File: config.mk
export PLATFORM = sky130hd
export DESIGN_NAME = bpsc_strap_cfg
export DESIGN_NICKNAME = d
export VERILOG_FILES = /design/src/bpsc_pkg.sv /design/src/bpsc_strap_cfg.sv
export SDC_FILE = /design/constraint.sdc
export NUM_CORES = 1
export LEC_CHECK = 0
export BUFFER_PORTS_ARGS = -buffer_cell sky130_fd_sc_hd__buf_4
export CORE_MARGIN = 5
export CORE_UTILIZATION = 50
export DETAILED_ROUTE_END_ITERATION = 10
export PLACE_DENSITY = 0.9
export SYNTH_ARGS = -nofsm -noshare
export SYNTH_HDL_FRONTEND = slang
export SYNTH_SLANG_ARGS = --single-unit
File: constraint.sdc
create_clock -name mclk -period 2.3 [get_ports mclk]
set_clock_uncertainty 0.2 [all_clocks]
set_input_delay 0.115 -clock mclk [delete_from_list [all_inputs] [get_ports mclk]]
set_output_delay 0.115 -clock mclk [all_outputs]
set_load 0.02 [all_outputs]
File: src/bpsc_pkg.sv
package bpsc_pkg;
  // strap bus layout
  localparam int STRAP_W   = 31;
  localparam int B_ORDER   = 30;
  localparam int B_UARTCLK = 29;
  localparam int B_CFGHOLD = 28;
  localparam int B_CFGMASK = 27;
  localparam int B_CPUHOLD = 26;
  localparam int B_SDRBUF  = 25;
  localparam int B_AOACK   = 24;
  localparam int B_PUST_HI = 23;
  localparam int B_PUST_LO = 20;
  localparam int B_CLASS   = 19;
  localparam int B_PCIARB  = 18;
  localparam int B_CPUARB  = 17;
  localparam int B_BASE_LO = 15;
  localparam int B_RAT_LO  = 12;
  localparam int B_P0W_LO  = 10;
  localparam int B_VEC0    = 9;
  localparam int B_P1W_LO  = 7;
  localparam int B_VEC1    = 6;
  localparam int B_P2W_LO  = 4;
  localparam int B_VEC2    = 3;
  localparam int B_P3W_LO  = 1;
  localparam int B_VEC3    = 0;
  // settle time of the pin synchroniser
  localparam int SYNC_STAGES = 2;
  // register offsets
  localparam logic [7:0] REG_STRAP  = 8'h00;
  localparam logic [7:0] REG_CTRL   = 8'h04;
  localparam logic [7:0] REG_STATUS = 8'h08;
  localparam logic [7:0] REG_ROUTE  = 8'h0C;
  // control register fields
  localparam int C_CFGHOLD = 0;
  localparam int C_CPUHOLD = 1;
  localparam int C_ORDER   = 2;
  localparam int C_VEC0    = 3;
  localparam int C_VEC1    = 4;
  localparam logic [4:0] CTRL_RST = 5'h00;
  // clock ratio codes
  localparam logic [2:0] RAT_3_2 = 3'h1;
  localparam logic [2:0] RAT_2_1 = 3'h2;
  localparam logic [2:0] RAT_5_2 = 3'h3;
  localparam logic [2:0] RAT_1_1 = 3'h4;
  localparam logic [2:0] RAT_3_1 = 3'h6;
  // register group base per strap code
  localparam logic [31:0] BASE_00 = 32'hFEFF0000;
  localparam logic [31:0] BASE_01 = 32'hFEFE0000;
  localparam logic [31:0] BASE_10 = 32'hFEFD0000;
  localparam logic [31:0] BASE_11 = 32'hFEFC0000;
  // reset vector window
  localparam logic [31:0] VEC_LO = 32'hFFF00000;
  // class codes reported in configuration space
  localparam logic [23:0] CLASS_BRIDGE = 24'h068000;
  localparam logic [23:0] CLASS_IOP    = 24'h0E0001;

  typedef enum logic [1:0] {BANK_NONE, BANK_A, BANK_B} bpsc_bank_e;
  typedef enum {ST_WAIT, ST_LOAD, ST_RUN} bpsc_state_e;
  typedef enum {ARB_IDLE, ARB_CPU, ARB_BRG} bpsc_arb_e;

  // captured configuration
  typedef struct packed {
    logic        uart_ext_clk;
    logic        cfg_space_mask;
    logic        sdram_ext_buffer_flag;
    logic        unmapped_addr_only_ack;
    logic [3:0]  power_up_status;
    logic        class_iop;
    logic        pci_arb_en;
    logic        cpu_arb_en;
    logic [1:0]  base_code;
    logic [2:0]  clk_ratio;
    logic [1:0]  port0_data_width;
    logic [1:0]  port1_data_width;
    logic [1:0]  port2_data_width;
    logic [1:0]  port3_data_width;
    logic        vec_en2;
    logic        vec_en3;
  } bpsc_cfg_s;
endpackage

File: src/bpsc_strap_cfg.sv
// Behaviour
// - sample strap pins 30..0 just after power-up reset release for configuration
// - bit 30 high selects legacy 16-bit data ordering, low native
// - configuration holdoff retries every external config access until cleared
// - bit 27 low leaves all config registers visible, none masked
// - bit 26 holds processor in reset until software releases it
// - bit 25 low means no external SDRAM register buffers assumed
// - bit 24 high acknowledges unmapped address-only processor cycles
// - bits 23..20 captured as status bits 3..0, software readable
// - bit 19 low reports bridge class, high reports I/O processor
// - bit 18 enables internal PCI arbiter; board passes it through from setting
// - bit 17 high enables internal processor-bus arbiter
// - bits 16..15 pick register group base; 00 is FEFF0000
// - bits 14..12 encode clock ratio; 000, 101, 111 reserved
// - bits 11..10 set channel 0 width; 01 is 16-bit
// - bit 9 enables channel 0 as reset vector source
// - bits 8..7 set channel 1 width; 11 is 16-bit legacy
// - bit 6 makes channel 1 vector source when channel 0 disabled
// - bits 3 and 0 low keep channels 2, 3 off vectors
// - processor-bus arbiter grants between processor and bridge master
// - vector range FFF00000..FFFFFFFF goes to bank A if channel 0 enabled, else B if channel 1, else none; outside it none
`timescale 1ns/1ps
`default_nettype none
module bpsc_strap_cfg
  import bpsc_pkg::*;
(
  // clock, reset, enable
  input  wire logic         mclk,
  input  wire logic         rst_n,
  input  wire logic         clk_en,
  // strap pins
  input  wire logic [30:0]  cfg_strap_bus,
  // register port
  input  wire logic [7:0]   reg_addr,
  input  wire logic [31:0]  reg_wdata,
  input  wire logic         reg_wr,
  input  wire logic         reg_rd,
  output logic [31:0]       reg_rdata,
  // pci configuration access gate
  input  wire logic         pci_cfg_req,
  output logic              pci_cfg_retry,
  output logic              pci_cfg_accept,
  // processor address-only cycles
  input  wire logic         cpu_addr_only,
  input  wire logic         cpu_addr_hit,
  output logic              cpu_ao_ack,
  // processor bus arbitration
  input  wire logic         cpu_bus_request,
  input  wire logic         brg_bus_request,
  output logic              cpu_bus_grant,
  output logic              brg_bus_grant,
  // reset vector routing
  input  wire logic [31:0]  vec_addr,
  input  wire logic         vec_valid,
  output bpsc_bank_e        vec_bank,
  // configuration outputs
  output logic              cfg_loaded,
  output logic              cpu_hold_reset,
  output logic              legacy_data_order_en,
  output logic              cfg_space_mask,
  output logic              sdram_ext_buffer_flag,
  output logic              uart_ext_clk_sel,
  output logic [23:0]       pci_class_code,
  output logic              pci_arb_en,
  output logic              cpu_arb_en,
  output logic [31:0]       bridge_ctrl_group,
  output logic [2:0]        clk_ratio,
  output logic              clk_ratio_ok,
  output logic [1:0]        port0_data_width,
  output logic [1:0]        port1_data_width
);

  // true for a defined processor-to-pci ratio code
  function automatic logic ratio_ok(input logic [2:0] c);
    case (c)
      RAT_3_2, RAT_2_1, RAT_5_2, RAT_1_1, RAT_3_1: ratio_ok = 1'b1;
      default:                                    ratio_ok = 1'b0;
    endcase
  endfunction

  // bank that serves the reset vector
  function automatic bpsc_bank_e vec_route(input logic en0,
                                           input logic en1);
    if (en0) begin
      vec_route = BANK_A;
    end else if (en1) begin
      vec_route = BANK_B;
    end else begin
      vec_route = BANK_NONE;
    end
  endfunction

  // base address of the register group
  function automatic logic [31:0] base_of(input logic [1:0] c);
    case (c)
      2'h0:    base_of = BASE_00;
      2'h1:    base_of = BASE_01;
      2'h2:    base_of = BASE_10;
      default: base_of = BASE_11;
    endcase
  endfunction

  // pin synchroniser; first stage is read only by the second
  logic [30:0] sync1_q;
  logic [30:0] sync2_q;
  logic        req1_q;
  logic        req2_q;

  always_ff @(posedge mclk or negedge rst_n) begin
    if (!rst_n) begin
      sync1_q <= '0;
      sync2_q <= '0;
      req1_q  <= 1'b0;
      req2_q  <= 1'b0;
    end else if (clk_en) begin
      sync1_q <= cfg_strap_bus;
      sync2_q <= sync1_q;
      req1_q  <= cpu_bus_request;
      req2_q  <= req1_q;
    end
  end

  // capture sequencer and captured configuration
  bpsc_state_e st_q, st_d;
  logic [1:0]  wait_q, wait_d;
  logic [30:0] raw_q, raw_d;
  bpsc_cfg_s   cfg_q, cfg_d;
  logic [4:0]  ctrl_q, ctrl_d;

  // decode of the register port
  logic wr_ctrl;
  assign wr_ctrl = reg_wr && (reg_addr == REG_CTRL);

  // waiting for the synchroniser to fill avoids latching stale zeros
  always_comb begin
    st_d   = st_q;
    wait_d = wait_q;
    raw_d  = raw_q;
    cfg_d  = cfg_q;
    ctrl_d = ctrl_q;
    case (st_q)
      ST_WAIT: begin
        if (wait_q == 2'(SYNC_STAGES - 1)) begin
          st_d = ST_LOAD;
        end else begin
          wait_d = wait_q + 2'h1;
        end
      end
      ST_LOAD: begin
        raw_d = sync2_q;
        cfg_d.uart_ext_clk = sync2_q[B_UARTCLK];
        cfg_d.cfg_space_mask = sync2_q[B_CFGMASK];
        cfg_d.sdram_ext_buffer_flag = sync2_q[B_SDRBUF];
        cfg_d.unmapped_addr_only_ack = sync2_q[B_AOACK];
        cfg_d.power_up_status = sync2_q[B_PUST_HI:B_PUST_LO];
        cfg_d.class_iop = sync2_q[B_CLASS];
        cfg_d.pci_arb_en = sync2_q[B_PCIARB];
        cfg_d.cpu_arb_en = sync2_q[B_CPUARB];
        cfg_d.base_code = sync2_q[B_BASE_LO+1:B_BASE_LO];
        cfg_d.clk_ratio = sync2_q[B_RAT_LO+2:B_RAT_LO];
        cfg_d.port0_data_width = sync2_q[B_P0W_LO+1:B_P0W_LO];
        cfg_d.port1_data_width = sync2_q[B_P1W_LO+1:B_P1W_LO];
        cfg_d.port2_data_width = sync2_q[B_P2W_LO+1:B_P2W_LO];
        cfg_d.port3_data_width = sync2_q[B_P3W_LO+1:B_P3W_LO];
        // channels 2 and 3 vector enables
        cfg_d.vec_en2 = sync2_q[B_VEC2];
        cfg_d.vec_en3 = sync2_q[B_VEC3];
        ctrl_d[C_CFGHOLD] = sync2_q[B_CFGHOLD];
        ctrl_d[C_CPUHOLD] = sync2_q[B_CPUHOLD];
        ctrl_d[C_ORDER] = sync2_q[B_ORDER];
        ctrl_d[C_VEC0] = sync2_q[B_VEC0];
        ctrl_d[C_VEC1] = sync2_q[B_VEC1];
        st_d = ST_RUN;
      end
      ST_RUN: begin
        if (wr_ctrl) begin
          ctrl_d = reg_wdata[4:0];
        end
      end
      default: begin
        st_d = ST_WAIT;
      end
    endcase
  end

  // capture registers; state only moves with the clock enable
  always_ff @(posedge mclk or negedge rst_n) begin
    if (!rst_n) begin
      st_q   <= ST_WAIT;
      wait_q <= 2'h0;
      raw_q  <= '0;
      cfg_q  <= '0;
      ctrl_q <= CTRL_RST;
    end else if (clk_en) begin
      st_q   <= st_d;
      wait_q <= wait_d;
      raw_q  <= raw_d;
      cfg_q  <= cfg_d;
      ctrl_q <= ctrl_d;
    end
  end

  // processor-bus arbiter
  bpsc_arb_e arb_q, arb_d;
  logic      cpu_ok;
  logic      arb_on;

  // a processor held in reset must not own the bus
  assign cpu_ok = req2_q && !cpu_hold_reset;
  assign arb_on = (st_q == ST_RUN) && cfg_q.cpu_arb_en;

  always_comb begin
    arb_d = arb_q;
    case (arb_q)
      ARB_IDLE: begin
        if (cpu_ok) begin
          arb_d = ARB_CPU;
        end else if (brg_bus_request) begin
          arb_d = ARB_BRG;
        end
      end
      ARB_CPU: begin
        // hand over on release so neither side starves
        if (!cpu_ok) begin
          arb_d = brg_bus_request ? ARB_BRG : ARB_IDLE;
        end
      end
      ARB_BRG: begin
        if (!brg_bus_request) begin
          arb_d = cpu_ok ? ARB_CPU : ARB_IDLE;
        end
      end
      default: begin
        arb_d = ARB_IDLE;
      end
    endcase
    if (!arb_on) begin
      arb_d = ARB_IDLE;
    end
  end

  // arbiter state; no parking, so an idle bus has no owner
  // limitation: a lone bridge requester pays one edge before its grant, the processor three
  always_ff @(posedge mclk or negedge rst_n) begin
    if (!rst_n) begin
      arb_q <= ARB_IDLE;
    end else if (clk_en) begin
      arb_q <= arb_d;
    end
  end

  // grants come straight from the state flops
  assign cpu_bus_grant = (arb_q == ARB_CPU);
  assign brg_bus_grant = (arb_q == ARB_BRG);

  // vector routing and register read data
  bpsc_bank_e  bank_q, bank_d;
  logic [31:0] rdata_q, rdata_d;

  always_comb begin
    bank_d = BANK_NONE;
    // window runs to the top of the space, so one compare suffices
    if (vec_valid && (vec_addr >= VEC_LO) && (st_q == ST_RUN)) begin
      bank_d = vec_route(ctrl_q[C_VEC0], ctrl_q[C_VEC1]);
    end
  end

  // read data stands only in the cycle after the strobe
  always_comb begin
    rdata_d = 32'h00000000;
    if (reg_rd) begin
      case (reg_addr)
        REG_STRAP: begin
          rdata_d = {1'b0, raw_q};
        end
        REG_CTRL: begin
          rdata_d = {27'h0, ctrl_q};
        end
        REG_STATUS: begin
          rdata_d = {20'h0, cfg_loaded, clk_ratio_ok, cfg_q.clk_ratio,
                     cfg_q.class_iop, cfg_q.base_code,
                     cfg_q.power_up_status};
        end
        REG_ROUTE: begin
          rdata_d = {24'h0, cfg_q.vec_en3, cfg_q.vec_en2,
                     cfg_q.port3_data_width, cfg_q.port2_data_width,
                     vec_route(ctrl_q[C_VEC0], ctrl_q[C_VEC1])};
        end
        default: begin
          rdata_d = 32'h00000000;
        end
      endcase
    end
  end

  // routing and read data registers
  always_ff @(posedge mclk or negedge rst_n) begin
    if (!rst_n) begin
      bank_q  <= BANK_NONE;
      rdata_q <= 32'h00000000;
    end else if (clk_en) begin
      bank_q  <= bank_d;
      rdata_q <= rdata_d;
    end
  end

  // registered so the bank decode sees a glitch-free select
  assign vec_bank  = bank_q;
  assign reg_rdata = rdata_q;

  // configuration outputs
  assign cfg_loaded            = (st_q == ST_RUN);
  assign cpu_hold_reset        = !cfg_loaded || ctrl_q[C_CPUHOLD];
  assign legacy_data_order_en  = ctrl_q[C_ORDER];
  assign cfg_space_mask        = cfg_q.cfg_space_mask;
  assign sdram_ext_buffer_flag = cfg_q.sdram_ext_buffer_flag;
  assign uart_ext_clk_sel      = cfg_q.uart_ext_clk;
  assign pci_class_code = cfg_q.class_iop ? CLASS_IOP : CLASS_BRIDGE;
  // pci arbiter; off leaves arbitration to the baseboard
  assign pci_arb_en = cfg_q.pci_arb_en && cfg_loaded;
  // processor arbiter reported only once loaded
  assign cpu_arb_en = arb_on;
  assign bridge_ctrl_group = base_of(cfg_q.base_code);
  assign clk_ratio    = cfg_q.clk_ratio;
  assign clk_ratio_ok = ratio_ok(cfg_q.clk_ratio);
  assign port0_data_width = cfg_q.port0_data_width;
  assign port1_data_width = cfg_q.port1_data_width;

  // holdoff retries config access; retry also until load
  assign pci_cfg_retry  = pci_cfg_req && (!cfg_loaded || ctrl_q[C_CFGHOLD]);
  assign pci_cfg_accept = pci_cfg_req && !pci_cfg_retry;

  assign cpu_ao_ack = cpu_addr_only && !cpu_addr_hit && cfg_loaded &&
                      cfg_q.unmapped_addr_only_ack;

endmodule
`default_nettype wire

# ---- Yosys cells after proc, flatten, opt, wreduce, memory -nomap -nowiden
# Index checks and enable logic that the tools add are counted.
dict set report totals {
  ff_bits 226
  latch_bits 0
  mem_bits_rw 0
  mem_bits_ro 0
  inputBits 114
  out_inout_bits 111
  wordCells 102
  memories 0
}
dict set report op_classes {
  n_addsub 1
  multipliers 0
  div_mod_pow 0
  n_lt_le_gt_ge 1
  n_eq_ne 23
  shifts 0
  muxes 20
  bitwise 2
  n_reduce_logical 28
}
# operator count
set op_table {}
lappend op_table {{$mux W32} 6}
lappend op_table {{$pmux W32 S3} 2}
lappend op_table {{$pmux W31 S4} 1}
lappend op_table {{$eq A32 B2 Y1 const B} 3}
lappend op_table {{$eq A32 B1 Y1 const B} 2}
lappend op_table {{$eq A32 B3 Y1 const B} 2}
lappend op_table {{$logic_not A32 Y1} 2}
lappend op_table {{$pmux W18 S3} 1}
lappend op_table {{$ge A32 B32 Y1 const B} 1}
lappend op_table {{$mux W31} 1}
lappend op_table {{$mux W20} 1}
lappend op_table {{$eq A8 B4 Y1 const B} 2}
lappend op_table {{$logic_and A1 B1 Y1} 11}
lappend op_table {{$pmux W5 S2} 1}
lappend op_table {{$reduce_and A3 Y1} 3}
lappend op_table {{$eq A8 B3 Y1 const B} 1}
lappend op_table {{$logic_not A8 Y1} 1}
lappend op_table {{$mux W2} 4}
lappend op_table {{$eq A3 B2 Y1 const B} 2}
lappend op_table {{$eq A3 B3 Y1 const B} 2}
lappend op_table {{$ne A3 B3 Y1 const B} 2}
lappend op_table {{$mux W5} 1}
lappend op_table {{$reduce_or A5 Y1} 1}
lappend op_table {{$eq A2 B1 Y1 const B} 2}
lappend op_table {{13 further kinds} 20}

# ---- Depth between registers and ports, before layout
# Gate-level depths: netlist (run 1).
dict set report logic_depth {
  word_depth 9
  ltp_mapped 7
  ltp_nobuf 5
}

# ---- Worst setup path before layout (run 1)
# OpenSTA, ideal clock, no wires.
dict set report synth_timing {
  path_kind {reg2reg}
  start {register st_q[0]}
  end {register arb_q[1]}
  setup_ps 78
  arrival_time_ps 1713
  t_required_ps 2022
  setup_slack_ps 310
  stages_incl_launch_ff 8
  path_buffers 2
  synth_period_minus_slack_ps 1990
  cell_sequence {dfrtp_1 nand2b_1 buf_6 inv_1 clkbuf_1 and2_1 o21ai_0 a21oi_1}
}
dict set report synth_via {
  elab_cells_between_ends 13
  classes_between {eq/ne (4); mux (3); reduce/logical (6)}
}
# item line
set synth_lines {}
lappend synth_lines {{from (decl)} bpsc_strap_cfg.sv:124} ;# bpsc_state_e st_q, st_d;
lappend synth_lines {{from (signal assigned)} bpsc_strap_cfg.sv:195} ;# st_q <= st_d;
lappend synth_lines {{$eq A32 B3 Y1 *} bpsc_strap_cfg.sv:312} ;# assign cfg_loaded = (st_q == ST_RUN);
lappend synth_lines {{named net cfg_loaded} bpsc_strap_cfg.sv:57} ;# output logic cfg_loaded,
lappend synth_lines {{$logic_and A1 B1 Y1 *} bpsc_strap_cfg.sv:210} ;# assign arb_on = (st_q == ST_RUN) && cfg_q.cpu_arb_en;
lappend synth_lines {{named net cpu_arb_en} bpsc_strap_cfg.sv:65} ;# output logic cpu_arb_en,
lappend synth_lines {{$ne A4 B4 Y1 (no line) / $ne A3 B3 Y1 (equally long branches)} n/a}
lappend synth_lines {{$reduce_and A4 Y1 (no line)} n/a}
lappend synth_lines {{to (signal assigned)} bpsc_strap_cfg.sv:248} ;# arb_q <= arb_d;
lappend synth_lines {{to (decl)} bpsc_strap_cfg.sv:204} ;# bpsc_arb_e arb_q, arb_d;
# Mark *: on every way through the listed nets, which the timed path passes. The rest lies on a longest branch.
# A chain may end at the register's enable or synchronous reset.

# ---- Worst setup path after layout (run 1)
dict set report layout_timing {
  start {register st_q[0]}
  end {output cpu_arb_en}
}
dict set report layout_via {
  elab_chain_cells 2
}
# item line
set layout_lines {}
lappend layout_lines {{$eq A32 B3 Y1} bpsc_strap_cfg.sv:210}
lappend layout_lines {{$logic_and A1 B1 Y1} bpsc_strap_cfg.sv:210}
lappend layout_lines {{to (decl)} bpsc_strap_cfg.sv:65}
# Every way passes these cells.

==> summary.md, run 1 <==
| Metric | Value |
|---|---|
| Critical path arrival | 1.90 ns |
| Die Area | 0.0146 sq mm |
| Initial antenna violation count | 0 |
| Drt initial violations | 410 |
| Port-buffer cells | 125 |
| Num rows | 40 |
| Tcrit/Tclk final | 0.965 |
| # diodes | 0 |
| Placed Cells | 716 |
| Power Density | 1050 mW/mm^2 |
| Synth area leader | dfrtp_1 |
| CTS tree | yes |
| Dpl ws | 0.309 ns |
| Total CTS buffers | 17 |
| First-pass GRT wire length | approximately 27 mm |
| Sequential share of the synthesized area | 0.567 |
| Multi-input gate area | 0.00222 sq mm |
| Async SR Flop Fraction | 1.00 |
| CP Capture Type | output port |
| Slowest stage delay, CP | ~0.43 ns |
| Met3 usage | 0.0655 |
| Commonest cells in the netlist | 139 x dfrtp_1, 102 x mux2_2, 62 x buf_4, 22 x a22o_1, 22 x nand2_1 |
| Mapped Area | slightly above 0.006 sq mm |
| DR WL/cell | 21.9 um |
| Fin Hold WS | -0.0156 ns |
| CTS Buffer Depth | 2 |
| Core Area | 0.0120 sq mm |
| Outcome | complete, but fails checks |
| Worst path cell trace | nand2b_1 -> inv_1 -> buf_4 -> and2_1 -> buf_4 |
| Drt via density | 5.57 |
| RSZ-0062 raised after global routing | false |
| Total negative slack | 0 ns |
| Final hold violation count | 40 |
| Remaining routing DRC violations | 0 |
| Reg2Reg Setup Slack | 0.15 ns |
| Fin. max-slew vios | 0 |
| Ys flop type | dfrtp_1 |
| Netlist cell types | 39 |
| Die Height | 121 um |
| Max Fclk | 0.451 GHz |
| CP Class | flip-flop to output port |
| Vias in the first global route | 4577 |
| Final Power | about 8.6 mW |
| Slew at the pin closest to its max-slew limit | slightly below 0.7 ns |
| Synthesized flop and latch total | 139 |
| Avg Cell Area, Syn | around 13 sq um |
| Failing checks | negative hold slack |
| Detailed Routing Iterations Pass 1 | 6 |
| Top post-synthesis cells by area | dfrtp_1 57%, mux2_2 19%, buf_4 7.6%, a22o_1 3.1%, mux4_2 1.8% |
| Worst Hold Class | input port to async pin |
| MaxCap Viol Count | 0 |
| Synthesized instance count | 463 |
| Fillers | 744 |
| Root Driver | clkbuf_16 |
| Final Setup Violations | 0 |
| Total number of vias | 4434 |
| Share of layout cells above drive strength 1 | 0.435 |
| GP Congestion | 0.805 |
| EDFF count, synth | 0 |
| Fin worst setup slack | 0.0803 ns |
| Source-to-sink clock delay at the later pin of the worst-skew pair | around 0.43 ns |
| Total congestion overflow | 0 |
| Required @ worst endpoint | 1.99 ns |
| Slew HR | 0.541 |
| Total Routing Usage GR | 0.242 |
| Clock Sinks | 139 |
| Lkg Pwr | 3.89 nW |
| Peak supply drop | 0.600 mV |
| Nets@finish | 752 |
| Htree depth | 4 |
| Most frequent cell after synthesis | dfrtp_1 |
| Die Wd | ~120 um |
| GR Layer Usage met1 | 0.290 |
| GR Util met2 | 0.393 |
| Post-synth top area share | 0.567 |
| Largest net degree at the start of global routing | 57 |
| Most common cell on crit path | buf_4 |
| Hpwl dp | 10.5 mm |
| CP max-delay cell | dfrtp_1 |
| Area grow syn2layout | 32.5% |
| Final cell count without fillers | 796 |
| Starting Density | 0.510 |
| Total wire length | 17.4 mm |
| Register area | 0.00348 sq mm |
| # IOs | 225 |
| Syn. warnings | 0 |
| ANT nets after route | 0 |
| Final min period | 2.22 ns |
| CTS clk-pin slew, worst paths | 0.05 ns |
| Critical Path Fanout Max | 10 |
| Gr busiest metal | met2 |
| Critical Path Start Type | flip-flop |
critical path: cells and delay by family, from the launching register on:
kind	cells	cell delay (ns)
buffers and inverters	3	0.54
flip-flops	1	0.43
AND/OR/NAND/NOR	2	0.51
per-layer routing:
metal  share of wire  vias to the layer above
li1                -                     1845
met1            0.36                     2203
met2            0.49                      302
met3           0.087                       84
met4           0.058                        0
met5               0                        -
report_power, final:
part / leakage (nW) / switching, mW / internal (mW)
clock network: 0.312 / 1.04 / 1.86
logic: 1.85 / 1.13 / 1.06
registers: 1.72 / 0.518 / 2.95
placed cells by master, fill, tap and decap left out, drive strengths merged, types with 11 or more instances in the layout:
| master | n |
|---|---|
| conb | 52 |
| mux2 | 102 |
| dfrtp | 139 |
| inv | 17 |
| clkbuf | 19 |
| a22o | 22 |
| buf | 139 |
| nand2 | 22 |
| o21ai | 11 |
| dlygate4sd3 | 49 |
logic make-up after synthesis:
kind of cell,after synthesis,share of synthesized area
and+or+nand+nor,60,0.0508
xor gates and xnor gates,1,0.00143
other,2,0.00122
adders and majority gates,1,0.00204
buffers and inverters,100,0.101
DFF,139,0.567
AOI/OAI and AO/OA,45,0.0576
muxes,115,0.219
state kept, by name, summed over array words and instances, names as in the netlist:
signal / flops
sync1_q: 31
st_q: 2
req1_q: 1
sync2_q: 31
req2_q: 1
arb_q: 2
vec_bank: 2
wait_q: 2
ctrl_q: 5
reg_rdata: 31
raw_q: 31
stage by stage:
| step | util | area (sq um) | hold WS [ns] |
|---|---|---|---|
| final | 0.676 | 8120 | -0.0156 |
| after CTS | 0.676 | 8120 | 0.00457 |
| after global placement | 0.583 | 7010 | -0.138 |
| after floorplan | - | 6320 | -0.381 |
| after global routing | 0.676 | 8120 | 0.0473 |
| after detailed placement | 0.583 | 7010 | -0.129 |
what timing repair did:
item / in CTS / in global routing
gates resized for setup: 0 / 0
buffers inserted: 0 / 0
hold buffers: 49 / 0
endpoints found under the hold margin: 186 / 0
path summary, 6_finish.rpt:
kind,from,cells after the start,to
max,st_q[0]$_DFFE_PN0P_,5,cpu_arb_en
max in group asynchronous,rst_n,3,reg_rdata[0]$_DFFE_PN0P_
min in group mclk,reg_addr[2],4,reg_rdata[0]$_DFFE_PN0P_
min,rst_n,2,sync1_q[24]$_DFFE_PN0P_
min reg2reg,raw_q[26]$_DFFE_PN0P_,1,reg_rdata[26]$_DFFE_PN0P_
max reg2reg,st_q[0]$_DFFE_PN0P_,4,vec_bank[1]$_DFFE_PN0P_
final cells by class:
type                       count  share of cell area
clock buffer                  19              0.0558
clock inverter                12              0.0211
inverter                      17             0.00786
multi-input combinational    274               0.274
sequential                   139               0.428
tap                          147              0.0226
timing repair buffer         188               0.191
No activity file was read; power rests on OpenSTA's default activity.
==> run 2, diff against run 1 <==
--- a/config.mk
+++ b/config.mk
@@ -7,9 +7,10 @@
 export LEC_CHECK = 0
 export BUFFER_PORTS_ARGS = -buffer_cell sky130_fd_sc_hd__buf_4
 export CORE_MARGIN = 5
-export CORE_UTILIZATION = 50
+export CORE_UTILIZATION = 25
 export DETAILED_ROUTE_END_ITERATION = 10
-export PLACE_DENSITY = 0.9
+export GPL_TIMING_DRIVEN = 0
+export PLACE_DENSITY_LB_ADDON = 0.25
 export SYNTH_ARGS = -nofsm -noshare
 export SYNTH_HDL_FRONTEND = slang
 export SYNTH_SLANG_ARGS = --single-unit
==> run 2 against run 1 <==
The flow now finishes without violations. Global-route usage shrank 12 points. Non-clock buffer count rose by 66. Clock power down 2%. Sequential power is 1% lower. Power down 0.11%. Final cell count rose by 31%. Critical path depth grew 1. Wire length decreased by 3.2%. Core utilization is 31 points lower. Worst hold slack improved by 0.025 ns.
==> summary.md, run 2 (synthesis gave the netlist of run 1 again) <==
| Metric | Value |
|---|---|
| Outcome | completed |
| P_sw | 2.58 mW (-4.3%) |
| CTS Buffer Depth | 2 (unchanged) |
| Worst Hold Class | input port to flip-flop |
| Remaining routing DRC violations | 0 (unchanged) |
| Multi-input gate area | 0.00223 sq mm (+0.28%) |
| Total congestion overflow | 0 (unchanged) |
| Nets@finish | 818 (+8.8%) |
| Die Area | 0.0278 sq mm (+90%) |
| Fin Hold WS | 0.00893 ns (+0.0245 ns) |
| Vias in the first global route | 4554 (-0.50%) |
| CP Class | flip-flop to output port |
| Drt initial violations | 85 (-79%) |
| Total CTS buffers | 17 (unchanged) |
| Most frequent cells in the layout | 184 x buf_4, 139 x dfrtp_1, 102 x mux2_2, 52 x conb_1, 47 x dlygate4sd3_1 |
| Power Density | 973 mW/mm^2 (-7.7%) |
| Tcrit/Tclk final | 0.954 (-0.0107) |
| RR Startpoint | st_q[0]$_DFFE_PN0P_ |
| GP Congestion | 0.725 (-9.9%) |
| Clock Sinks | 139 (unchanged) |
| # IOs | 225 (unchanged) |
| Final hold violation count | 0 (-100%) |
| Fin area | 0.00879 sq mm (+8.2%) |
| Fillers | 2404 (+220%) |
| Hpwl dp | 12.6 mm (+20%) |
| # diodes | 0 (unchanged) |
| Placed Instance Area | 0.00768 sq mm (+9.6%) |
| Die Height | 167 um (+38%) |
| Die Wd | 167 um (+38%) |
| Final Power | 8.55 mW (-0.11%) |
| Critical path arrival | 1.88 ns (-0.02 ns) |
| Final cell count without fillers | 1039 (+31%) |
| Placed Cells | 961 (+34%) |
| Worst Hold Launch | clk_en |
| CP Capture Type | output port |
| Register area | 0.00348 sq mm (unchanged) |
| Slew at the pin closest to its max-slew limit | 0.901 ns (+0.212 ns) |
| Share of layout cells above drive strength 1 | 0.467 (+0.0326) |
| Worst r2r dst | vec_bank[0]$_DFFE_PN0P_ |
| Source-to-sink clock delay at the later pin of the worst-skew pair | 0.41 ns (-0.02 ns) |
| CTS clk-pin slew, worst paths | 0.06 ns (about the same) |
| Sw Ratio | 0.302 (-0.0132) |
| DR WL/cell | 16.2 um (-26%) |
| Final min period | 2.20 ns (-0.0246 ns) |
| Root Driver | clkbuf_16 |
| Total number of vias | 4260 (-3.9%) |
| Required @ worst endpoint | 1.99 ns (about the same) |
| Total wire length | 16.8 mm (-3.2%) |
| First-pass GRT wire length | 26.4 mm (-0.39%) |
| Critical Path Fanout Max | 10 (unchanged) |
| Reg2Reg Setup Slack | 0.26 ns (+0.11 ns) |
| Critical Path Start Type | flip-flop |
| Logic pwr share | 0.267 (+0.011) |
| Slew HR | 0.400 (-0.141) |
| Peak supply drop | 0.517 mV (-14%) |
| Total Routing Usage GR | 0.124 (-0.119) |
| Num rows | 57 (+43%) |
| Worst Hold Endpoint | st_q[0]$_DFFE_PN0P_ |
| Detailed Routing Iterations Pass 1 | 4 (-2) |
| R2R depth | 5 (+1) |
| RSZ-0062 raised after global routing | false |
| Post-CTS setup buffers | 0 (unchanged) |
| Max Fclk | 0.456 GHz (+1.1%) |
| Drt via density | 4.10 (-26%) |
| Internal power | 5.97 mW (+1.8%) |
| ANT nets after route | 0 (unchanged) |
| Fin. max-slew vios | 0 (unchanged) |
| Lkg Pwr | 4.15 nW (+6.7%) |
| Final Setup Violations | 0 (unchanged) |
| CTS tree | yes |
| Area grow syn2layout | 43.3% |
| Starting Density | 0.253 (-0.258) |
| Sequential share of power | 0.401 (-0.004) |
| MaxCap Viol Count | 0 (unchanged) |
| Initial antenna violation count | 0 (unchanged) |
| Clock power frac | 0.332 (-0.007) |
| Hold depth | 4 |
| Most common cell after layout, fill and taps aside | buf_4 |
| Core Area | 0.0242 sq mm (+100%) |
| Htree depth | 4 (unchanged) |
| Largest net degree at the start of global routing | 77 (+35%) |
| Port-buffer cells | 123 (-1.6%) |
-- run 2: cell types whose count changed in the layout (fill, tap and decap cells not counted), sizes merged --
cell         change
clkinv           -4
clkinvlp         +3
dlygate4sd3      -2
bufinv           -1
clkbuf          +13
buf             +57
-- run 2: final cells by class --
| cell class | count | share of cell area |
|---|---|---|
| inverters | 17 | 0.00726 |
| repair buffers | 171 | 0.162 |
| plain buffers | 83 | 0.0642 |
| well taps | 324 | 0.0461 |
| clock buffers | 21 | 0.0547 |
| flip-flops and latches | 139 | 0.396 |
| multi-input cells | 274 | 0.254 |
| clock inverters | 10 | 0.0159 |
-- run 2: worst max path at each step --
| stage | start | endpoint | cells after the start | slack, ns |
|---|---|---|---|---|
| 2_1_floorplan | st_q[0]$_DFFE_PN0P_ | arb_q[1]$_DFFE_PN0P_ | 7 | 0.31 |
| 3_3_place_gp | reg_addr[1] | reg_rdata[29]$_DFFE_PN0P_ | 6 | -0.17 |
| 3_5_place_dp | reg_addr[1] | reg_rdata[14]$_DFFE_PN0P_ | 6 | -0.25 |
| 4_1_cts | st_q[0]$_DFFE_PN0P_ | cpu_arb_en | 6 | 0.08 |
| 5_1_grt | st_q[0]$_DFFE_PN0P_ | cpu_arb_en | 6 | 0.01 |
| 6_report | st_q[0]$_DFFE_PN0P_ | cpu_arb_en | 6 | 0.10 |
-- run 2: metrics by stage --
stage | TNS (ns) | worst slack [ns] | util
floorplan | 0 | 0.310 | -
global placement | -3.41 | -0.171 | 0.315
detailed placement | -4.42 | -0.251 | 0.317
CTS | 0 | 0.0783 | 0.362
global route | 0 | 0.0101 | 0.362
finish | 0 | 0.105 | 0.362
-- run 2: timing repair --
item | in CTS | in global routing
endpoints found under the hold margin | 104 | 0
hold buffers | 47 | 0
setup endpoints to repair | 6 | 10
gates cloned | 0 | 0
gates resized for setup | 4 | 1
-- run 2: power by group through the flow --
stage	clock network, mW	logic [mW]	registers (mW)
2_1_floorplan	0	1.45	3.29
3_3_place_gp	0	2.19	3.45
3_5_place_dp	0	2.24	3.48
4_1_cts	2.92	2.33	3.44
5_1_grt	3.02	2.49	3.50
6_report	2.84	2.28	3.42
-- run 2: metal layers --
layer	vias to the layer above	track usage	routed length, um
li1	1990	-	-
met2	152	0.196	7930
met4	0	0.0313	155
met1	2105	0.164	7630
met3	13	0.0408	1130
met5	-	0	0
-- run 2: worst max-delay path, cell delays in order (launching register included) --
cell	delay, ns
dfrtp_1	0.42
nand2b_1	0.17
buf_6	0.16
inv_1	0.08
clkbuf_8	0.21
and2_2	0.24
buf_4	0.17
